## config.mk

```make
export PLATFORM = sky130hd
export DESIGN_NAME = smrc_top
export DESIGN_NICKNAME = d
export VERILOG_FILES = /design/src/design/smrc_pkg.sv /design/src/design/smrc_top.sv
export SDC_FILE = /design/constraint.sdc
export NUM_CORES = 1
export LEC_CHECK = 0
export ABC_AREA = 1
export BUFFER_PORTS_ARGS = -buffer_cell sky130_fd_sc_hd__buf_2
export CORE_MARGIN = 10
export CORE_UTILIZATION = 41
export CTS_BUF_LIST = sky130_fd_sc_hd__clkbuf_8
export CTS_CLUSTER_SIZE = 24
export DETAILED_ROUTE_END_ITERATION = 12
export PLACE_DENSITY = 0.68
export SYNTH_ARGS = -nofsm -noshare
export SYNTH_HDL_FRONTEND = slang
export SYNTH_SLANG_ARGS = --single-unit
```

## constraint.sdc

```tcl
create_clock -name CLK -period 1.48 [get_ports CLK]
set_input_delay 0.296 -clock CLK [delete_from_list [all_inputs] [get_ports CLK]]
set_output_delay 0.296 -clock CLK [all_outputs]
set_load 0.03 [all_outputs]
```

## src/design/smrc_pkg.sv

```systemverilog
`default_nettype none
package smrc_pkg;
    // Offsets are word indices, not byte addresses: byte address = 4 * index
    localparam logic [7:0] SRC_IDX       = 8'h0B;
    localparam logic [7:0] SYNC_IDX      = 8'h10;
    localparam logic [7:0] STATUS_IDX    = 8'h11;
    localparam logic [7:0] CPU_CTRL_IDX  = 8'h12;
    // Field positions of stop_recovery_control
    localparam int         SRC_SEL_LSB   = 2;
    localparam int         SRC_DELAY_BIT = 5;
    localparam int         SRC_LEVEL_BIT = 6;
    localparam int         SRC_FLAG_BIT  = 7;
    // Reset values
    localparam logic [2:0] SEL_RST       = 3'h0;
    localparam logic       LEVEL_RST     = 1'b0;
    localparam logic       DELAY_RST     = 1'b1;
    localparam logic [1:0] LOW_RST       = 2'h0;
    // Source encodings
    localparam logic [2:0] SEL_POR_ONLY  = 3'h0;
    localparam logic [2:0] SEL_RSVD      = 3'h1;
    localparam logic [2:0] SEL_PIN_A     = 3'h2;
    localparam logic [2:0] SEL_PIN_B     = 3'h3;
    localparam logic [2:0] SEL_PIN_C     = 3'h4;
    localparam logic [2:0] SEL_PIN_D     = 3'h5;
    localparam logic [2:0] SEL_NOR_LOW   = 3'h6;
    localparam logic [2:0] SEL_NOR_ALL   = 3'h7;
    // Restart vector
    localparam logic [15:0] RESTART_ADDR = 16'h000C;
    // Delay timer: least time 2.5 ms = 2500000 ns, rounded up
    localparam int         CLK_PERIOD_NS = 5;
    localparam int         DELAY_NS      = 2500000;
    localparam int         DELAY_CYC     = (DELAY_NS + CLK_PERIOD_NS - 1) / CLK_PERIOD_NS;
    typedef enum logic [1:0] {
        SMRC_RUN  = 2'h0,
        SMRC_STOP = 2'h1,
        SMRC_WAIT = 2'h3
    } smrc_state_t;
endpackage : smrc_pkg
`default_nettype wire

```

## src/design/smrc_top.sv

```systemverilog
`default_nettype none
// Behaviour
// - Three-bit source field picks wake: none, reserved, three port-3 pins, pin, NORs.
// - Level bit sets wake polarity by XOR with the source; resets low.
// - Read-only flag is 0 after power-on, set to 1 by stop recovery.
// - Delay enable resets to on; software keeps it on with crystal clocks.
// - Bits 6..0 write-only, bit 7 read-only; lower bits read as zero.
// - In sync mode the carrier timer's first pulse aligns to demod signal.
// - With delay on, recovery runs the 2.5 ms delay; otherwise it is bypassed.
// - Recovery restarts execution at address 000Ch.
module smrc_top #(
    parameter int DELAY_CYCLES = smrc_pkg::DELAY_CYC
) (
    input  wire logic        CLK,
    input  wire logic        RESETN,
    input  wire logic        WB_CYC_I,
    input  wire logic        WB_STB_I,
    input  wire logic        WB_WE_I,
    input  wire logic [9:0]  WB_ADR_I,
    input  wire logic [3:0]  WB_SEL_I,
    input  wire logic [31:0] WB_DAT_I,
    output logic      [31:0] WB_DAT_O,
    output logic             WB_ACK_O,
    input  wire logic        STOP_REQ,
    input  wire logic [7:0]  WAKE_PORT2,
    input  wire logic [2:0]  WAKE_PORT3,
    input  wire logic        DEMOD_EDGE,
    input  wire logic        CARRIER_REQ,
    output logic             CARRIER_START,
    output logic             CLK_STOPPED,
    output logic             CPU_RESTART,
    output logic      [15:0] RESTART_VECTOR
);
    logic [10:0] p_s1_ff, p_s2_ff, p_s3_ff, p_ok_ff;
    logic [2:0]  sel_ff;
    logic        level_ff, delay_en_ff, flag_ff, sync_en_ff, pend_ff;
    logic [31:0] cnt_ff;
    smrc_pkg::smrc_state_t state_ff, nxt_state;
    logic        wake, hit, wr_src, wr_sync, wr_cpu;
    logic [7:0]  idx;

    function automatic logic pick(input logic [2:0] s, input logic [10:0] p);
        case (s)
            smrc_pkg::SEL_PIN_A:   pick = p[8];
            smrc_pkg::SEL_PIN_B:   pick = p[9];
            smrc_pkg::SEL_PIN_C:   pick = p[10];
            smrc_pkg::SEL_PIN_D:   pick = p[7];
            smrc_pkg::SEL_NOR_LOW: pick = ~|p[3:0];
            smrc_pkg::SEL_NOR_ALL: pick = ~|p[7:0];
            default:               pick = 1'b0;
        endcase
    endfunction : pick

    // Pins are asynchronous: three stages, accept a change when stages 2 and 3 agree
    always_ff @(posedge CLK) begin
        p_s1_ff <= {WAKE_PORT3, WAKE_PORT2};
        p_s2_ff <= p_s1_ff;
        p_s3_ff <= p_s2_ff;
        for (int i = 0; i < 11; i++) begin
            if (p_s2_ff[i] == p_s3_ff[i]) begin
                p_ok_ff[i] <= p_s3_ff[i];
            end
        end
    end

    // XOR output low means the source sits at its chosen level; 000/001 have no pin
    assign wake = (sel_ff != smrc_pkg::SEL_POR_ONLY) && (sel_ff != smrc_pkg::SEL_RSVD)
                  && !(pick(sel_ff, p_ok_ff) ^ level_ff);

    assign idx    = WB_ADR_I[9:2];
    assign hit    = WB_CYC_I && WB_STB_I && !WB_ACK_O;
    assign wr_src = hit && WB_WE_I && WB_SEL_I[0] && idx == smrc_pkg::SRC_IDX;
    assign wr_sync = hit && WB_WE_I && WB_SEL_I[0] && idx == smrc_pkg::SYNC_IDX;
    assign wr_cpu = hit && WB_WE_I && WB_SEL_I[0] && idx == smrc_pkg::CPU_CTRL_IDX;

    always_ff @(posedge CLK) begin
        if (!RESETN) begin
            WB_ACK_O <= 1'b0;
            WB_DAT_O <= 32'h0000_0000;
        end else begin
            WB_ACK_O <= hit;
            WB_DAT_O <= 32'h0000_0000;
            if (hit && !WB_WE_I) begin
                case (idx)
                    smrc_pkg::SRC_IDX:    WB_DAT_O[7] <= flag_ff;
                    smrc_pkg::SYNC_IDX:   WB_DAT_O[0] <= sync_en_ff;
                    smrc_pkg::STATUS_IDX: WB_DAT_O[1:0] <= state_ff;
                    default:              WB_DAT_O <= 32'h0000_0000;
                endcase
            end
        end
    end

    // Bit 1 is reserved; software writes it as zero, so it is not stored
    always_ff @(posedge CLK) begin
        if (!RESETN) begin
            sel_ff      <= smrc_pkg::SEL_RST;
            level_ff    <= smrc_pkg::LEVEL_RST;
            delay_en_ff <= smrc_pkg::DELAY_RST;
        end else if (wr_src) begin
            sel_ff      <= WB_DAT_I[smrc_pkg::SRC_SEL_LSB +: 3];
            delay_en_ff <= WB_DAT_I[smrc_pkg::SRC_DELAY_BIT];
            level_ff    <= WB_DAT_I[smrc_pkg::SRC_LEVEL_BIT];
        end
    end

    always_ff @(posedge CLK) begin
        if (!RESETN) begin
            sync_en_ff <= 1'b0;
        end else if (wr_sync) begin
            sync_en_ff <= WB_DAT_I[0];
        end
    end

    always_comb begin
        nxt_state = state_ff;
        case (state_ff)
            smrc_pkg::SMRC_RUN:  if (STOP_REQ || wr_cpu) nxt_state = smrc_pkg::SMRC_STOP;
            smrc_pkg::SMRC_STOP: if (wake) nxt_state = delay_en_ff ? smrc_pkg::SMRC_WAIT
                                                                 : smrc_pkg::SMRC_RUN;
            smrc_pkg::SMRC_WAIT: if (cnt_ff == 32'(DELAY_CYCLES - 1))
                                     nxt_state = smrc_pkg::SMRC_RUN;
            default:             nxt_state = smrc_pkg::SMRC_RUN;
        endcase
    end

    always_ff @(posedge CLK) begin
        if (!RESETN) begin
            state_ff <= smrc_pkg::SMRC_RUN;
            cnt_ff   <= 32'h0000_0000;
        end else begin
            state_ff <= nxt_state;
            cnt_ff   <= (state_ff == smrc_pkg::SMRC_WAIT) ? cnt_ff + 32'h0000_0001
                                                          : 32'h0000_0000;
        end
    end

    // Flag survives the recovery itself; only the power-on reset clears it
    always_ff @(posedge CLK) begin
        if (!RESETN) begin
            flag_ff <= 1'b0;
        end else if (state_ff != smrc_pkg::SMRC_RUN && nxt_state == smrc_pkg::SMRC_RUN) begin
            flag_ff <= 1'b1;
        end
    end

    always_ff @(posedge CLK) begin
        if (!RESETN) begin
            CLK_STOPPED    <= 1'b0;
            CPU_RESTART    <= 1'b0;
            RESTART_VECTOR <= smrc_pkg::RESTART_ADDR;
        end else begin
            CLK_STOPPED    <= nxt_state != smrc_pkg::SMRC_RUN;
            CPU_RESTART    <= state_ff != smrc_pkg::SMRC_RUN
                              && nxt_state == smrc_pkg::SMRC_RUN;
            RESTART_VECTOR <= smrc_pkg::RESTART_ADDR;
        end
    end

    // A carrier request in sync mode waits for the demod edge so the first pulse is whole
    always_ff @(posedge CLK) begin
        if (!RESETN) begin
            pend_ff       <= 1'b0;
            CARRIER_START <= 1'b0;
        end else begin
            CARRIER_START <= sync_en_ff ? ((pend_ff || CARRIER_REQ) && DEMOD_EDGE)
                                        : CARRIER_REQ;
            if (sync_en_ff && CARRIER_REQ && !DEMOD_EDGE) begin
                pend_ff <= 1'b1;
            end else if (DEMOD_EDGE || !sync_en_ff) begin
                pend_ff <= 1'b0;
            end
        end
    end

    a_wake_bypass: assert property (@(posedge CLK) disable iff (!RESETN)
        state_ff == smrc_pkg::SMRC_STOP && wake && !delay_en_ff
        |=> state_ff == smrc_pkg::SMRC_RUN && CPU_RESTART)
        else $error("bypass wake did not restart");
    a_wake_delay: assert property (@(posedge CLK) disable iff (!RESETN)
        state_ff == smrc_pkg::SMRC_STOP && wake && delay_en_ff
        |=> state_ff == smrc_pkg::SMRC_WAIT)
        else $error("delayed wake skipped timer");
    a_por_nowake: assert property (@(posedge CLK) disable iff (!RESETN)
        state_ff == smrc_pkg::SMRC_STOP && sel_ff == smrc_pkg::SEL_POR_ONLY
        |=> state_ff == smrc_pkg::SMRC_STOP)
        else $error("woke with power-on-only source");
    a_flag_set: assert property (@(posedge CLK) disable iff (!RESETN)
        CPU_RESTART |-> flag_ff)
        else $error("start flag not set after recovery");
    a_flag_sticky: assert property (@(posedge CLK) disable iff (!RESETN)
        flag_ff |=> flag_ff)
        else $error("start flag cleared without reset");
    a_lower_read: assert property (@(posedge CLK) disable iff (!RESETN)
        hit && !WB_WE_I && idx == smrc_pkg::SRC_IDX
        |=> WB_ACK_O && WB_DAT_O[6:0] == 7'h00 && WB_DAT_O[7] == $past(flag_ff))
        else $error("write-only bits visible on read");
    a_delay_reset: assert property (@(posedge CLK)
        !RESETN |=> delay_en_ff && !level_ff)
        else $error("reset values wrong");
    a_level_pol: assert property (@(posedge CLK) disable iff (!RESETN)
        state_ff == smrc_pkg::SMRC_STOP && sel_ff == smrc_pkg::SEL_PIN_A
        && (p_ok_ff[8] == level_ff) |=> state_ff != smrc_pkg::SMRC_STOP)
        else $error("active level ignored");
    a_sync_align: assert property (@(posedge CLK) disable iff (!RESETN)
        sync_en_ff && CARRIER_REQ && !DEMOD_EDGE |=> !CARRIER_START)
        else $error("carrier started before demod edge");
    a_vector: assert property (@(posedge CLK) disable iff (!RESETN)
        CPU_RESTART |-> RESTART_VECTOR == smrc_pkg::RESTART_ADDR)
        else $error("restart vector wrong");

    c_stop_wake: cover property (@(posedge CLK) disable iff (!RESETN)
        state_ff == smrc_pkg::SMRC_STOP ##1 state_ff == smrc_pkg::SMRC_RUN);
    c_delay_done: cover property (@(posedge CLK) disable iff (!RESETN)
        state_ff == smrc_pkg::SMRC_WAIT ##1 state_ff == smrc_pkg::SMRC_RUN);
    c_sync_start: cover property (@(posedge CLK) disable iff (!RESETN)
        sync_en_ff && CARRIER_START);
endmodule : smrc_top
`default_nettype wire

```

==> flow_metrics.py <==
metrics = {
    "min_path": {
        "min_path_type": "input pin to register",
        "hold_path_depth": 1,
    },
    "setup_path": {
        "timing.rr.end": "cnt_ff[16]",
        "endpoint": "cnt_ff[16]",
        "rrSetupSlack_ns": -0.09,
        "crit_fanout": 3,
        "rr_worst_depth": 9,
        "reg2reg_from": "cnt_ff[0]",
        "endpoint_kind": "register",
        "critPathLaunchType": "register",
        "startpoint": "cnt_ff[0]",
        "required_ns": 1.75,
        "worst_ep_arrival_time_ns": 1.84,
        "critPathKind": "register to register",
    },
    "grt": {
        "grtUsageTotal_pct": 11.4,
        "grt_pass1_wl_mm": 13.9,
        "antenna_found_initial": 0,
        "grt_max_degree": 21,
        "grt_pass1_vias": 3214,
        "grt_remaining_overflow": 0,
    },
    "finish": {
        "multi_input_area_sq_um": 1810,
        "final_common_cell": "nand2_1",
        "antennaDiodeCount": 0,
        "area_growth_pct": 23.9,
        "regArea_sq_um": 2000,
        "layout_common_cells": "91 x nand2_1, 67 x dfxtp_1, 55 x inv_1",
        "fillers": 878,
        "drive_gt1_share_pct": 30.5,
        "fin_cells": 724,
        "nets": 652,
    },
    "routing": {
        "first_pass_iters": 4,
        "wirelength_mm": 8.44,
        "wl_per_cell_um": 11.7,
        "vias": 3262,
        "drtAntennaViolNets": 0,
        "drt_iter0_markers": 140,
        "drc": 0,
        "vias_per_cell": 4.51,
    },
    "power": {
        "p_leak_uw": 0.00211,
        "peakVddDrop_uv": 714,
        "power_density_nw_per_um2": 948,
        "total_power_uw": 4720,
    },
    "sta": {
        "min_period_over_period_pct": 106,
        "setup_viol": 7,
        "setup_ws_ns": -0.0898,
        "clock.fmax_mhz": 637,
        "skew_ns": 0.0143,
        "rsz0062_at_grt": "true",
        "hold_viol": 0,
        "layout_min_cycle_time_ns": 1.57,
        "slew_violations": 0,
    },
    "synth": {
        "syn_area_sq_um": 4020,
        "synth.distinct_cells": 37,
        "syn_area_per_cell_sq_um": 8.07,
        "synth_edf_count": 11,
        "ys_warn_count": 0,
        "yosysSeqAreaShare_pct": 49.1,
        "ys.flop_type": "dfxtp_1",
        "synth-seq-cells": 93,
        "async_flop_share_pct": 0,
        "netlist_instances": 498,
    },
    "clock_tree": {
        "path_clk_slew_ns": 0.10,
        "cts_tree": "yes",
        "clock_path_buffers": 2,
        "cts_sinks": 93,
        "clk_latency_ns": 0.37,
        "cts_buffers": 9,
        "cts-htree-levels": 3,
        "clock-root-buffer": "clkbuf_8",
    },
    "floorplan": {
        "coreArea_sq_um": 9640,
        "num_rows": 36,
        "die_x_um": 119,
        "start_util_pct": 41.7,
        "io-pin-count": 117,
        "fp.dieH_um": 119,
        "dieArea_sq_um": 14200,
    },
    "placement": {
        "dp_hpwl_mm": 6.18,
        "place_congestion": 0.829,
        "place_inst": 696,
        "numPortBuffers": 40,
        "pre_cts_slack_ns": -0.142,
    },
    "job": {
        "max_cap_viol_count": 0,
    },
    "run_status": {
        "violations": "negative setup slack",
        "status": "complete, but fails checks",
    },
}
## worst min path at each step
stage                             start  slack, ns         end
after floorplan              p_s1_ff[0]       0.31  p_s2_ff[0]
after global placement       p_s1_ff[2]       0.31  p_s2_ff[2]
after detailed placement     p_s1_ff[5]       0.31  p_s2_ff[5]
after CTS                 WAKE_PORT2[6]      0.008  p_s1_ff[6]
after global routing      WAKE_PORT2[1]      0.005  p_s1_ff[1]
final                     WAKE_PORT2[0]       0.02  p_s1_ff[0]
## synth_stat cells, types with 2 or more instances
cell type / number / share of area (%)
nand2_1: 103 / 9.6
dfxtp_1: 82 / 41
inv_1: 60 / 5.6
nor2_1: 50 / 4.7
buf_4: 45 / 8.4
a21oi_1: 30 / 3.7
nand3_1: 25 / 3.1
nor3_1: 15 / 1.9
xnor2_1: 12 / 2.6
edfxtp_1: 11 / 8.2
o21ai_0: 9 / 1.1
nand4_1: 6 / 0.93
inv_2: 4 / 0.37
nor2_4: 4 / 1.1
nor4_1: 4 / 0.62
o21ai_1: 4 / 0.50
nand3b_1: 3 / 0.56
nor3b_1: 3 / 0.56
o21a_1: 3 / 0.56
or2_2: 3 / 0.47
buf_2: 2 / 0.25
conb_1: 2 / 0.19
nand2_2: 2 / 0.31
nand2_4: 2 / 0.56
nand3_2: 2 / 0.50
## what timing repair did
| action | in CTS | in global routing |
|---|---|---|
| setup buffers | 2 | 6 |
| gates resized for setup | 14 | 66 |
| setup endpoints to repair | 14 | 25 |
| pin swaps | 3 | 20 |
| hold endpoints to repair | 0 | 4 |
| hold buffers | 0 | 4 |
## cell families after synthesis
logic type	share of synthesized area [%]
compound gates	6.45
xor+xnor	2.62
fa+ha+maj	0.311
buf+inv	15.0
flops	49.1
other cells	0.187
simple gates	26.3
## report_power, final
| group | internal (uW) | switching [uW] |
|---|---|---|
| logic | 84.8 | 241 |
| registers | 2630 | 33.5 |
| clock network | 685 | 1040 |
## metal layers
| layer | part of all wire [%] | GRT usage (%) | up-vias | routed length, um |
|---|---|---|---|---|
| met1 | 41 | 12.9 | 1471 | 3490 |
| met5 | 0 | 0 | - | 0 |
| met2 | 48 | 18.9 | 111 | 4020 |
| met4 | 1.5 | 4.20 | 0 | 126 |
| li1 | - | - | 1667 | - |
| met3 | 9.5 | 4.63 | 13 | 805 |
## flip-flops by register name, summed over array words and instances, names as in the netlist, 2 cells and up
signal / count
cnt_ff: 32
p_ok_ff: 11
p_s1_ff: 11
p_s2_ff: 11
p_s3_ff: 11
WB_DAT_O: 3
sel_ff: 3
state_ff: 2
## metrics by stage
| stage | utilization, % | hold WS [ns] | setup TNS [ns] | instance area, sq um |
|---|---|---|---|---|
| detailed placement | 45.8 | 0.312 | -1.09 | 4420 |
| global route | 51.6 | 0.00494 | -1.85 | 4980 |
| CTS | 48.7 | 0.00847 | -0.00906 | 4700 |
| floorplan | - | 0.310 | 0 | 4180 |
| finish | 51.6 | 0.0243 | -0.343 | 4980 |
| global placement | 45.8 | 0.310 | -0.925 | 4420 |
## critical path: stages (launching register included)
cell,delay [ns]
dfxtp_2,0.38
ha_4,0.16
nand3_4,0.11
nor2_4,0.11
nand3b_1,0.13
nor2_2,0.16
buf_4,0.14
nand3_4,0.08
o21ai_1,0.16
nor2_1,0.05
## area by class of cell
class / count / area share (%)
clock buffer: 9 / 2.49
inverter: 66 / 5.23
multi-input combinational: 334 / 36.4
tap: 133 / 3.34
clock inverter: 7 / 1.78
sequential: 93 / 40.1
timing repair buffer: 82 / 10.7
No activity file was read; power rests on OpenSTA's default activity.
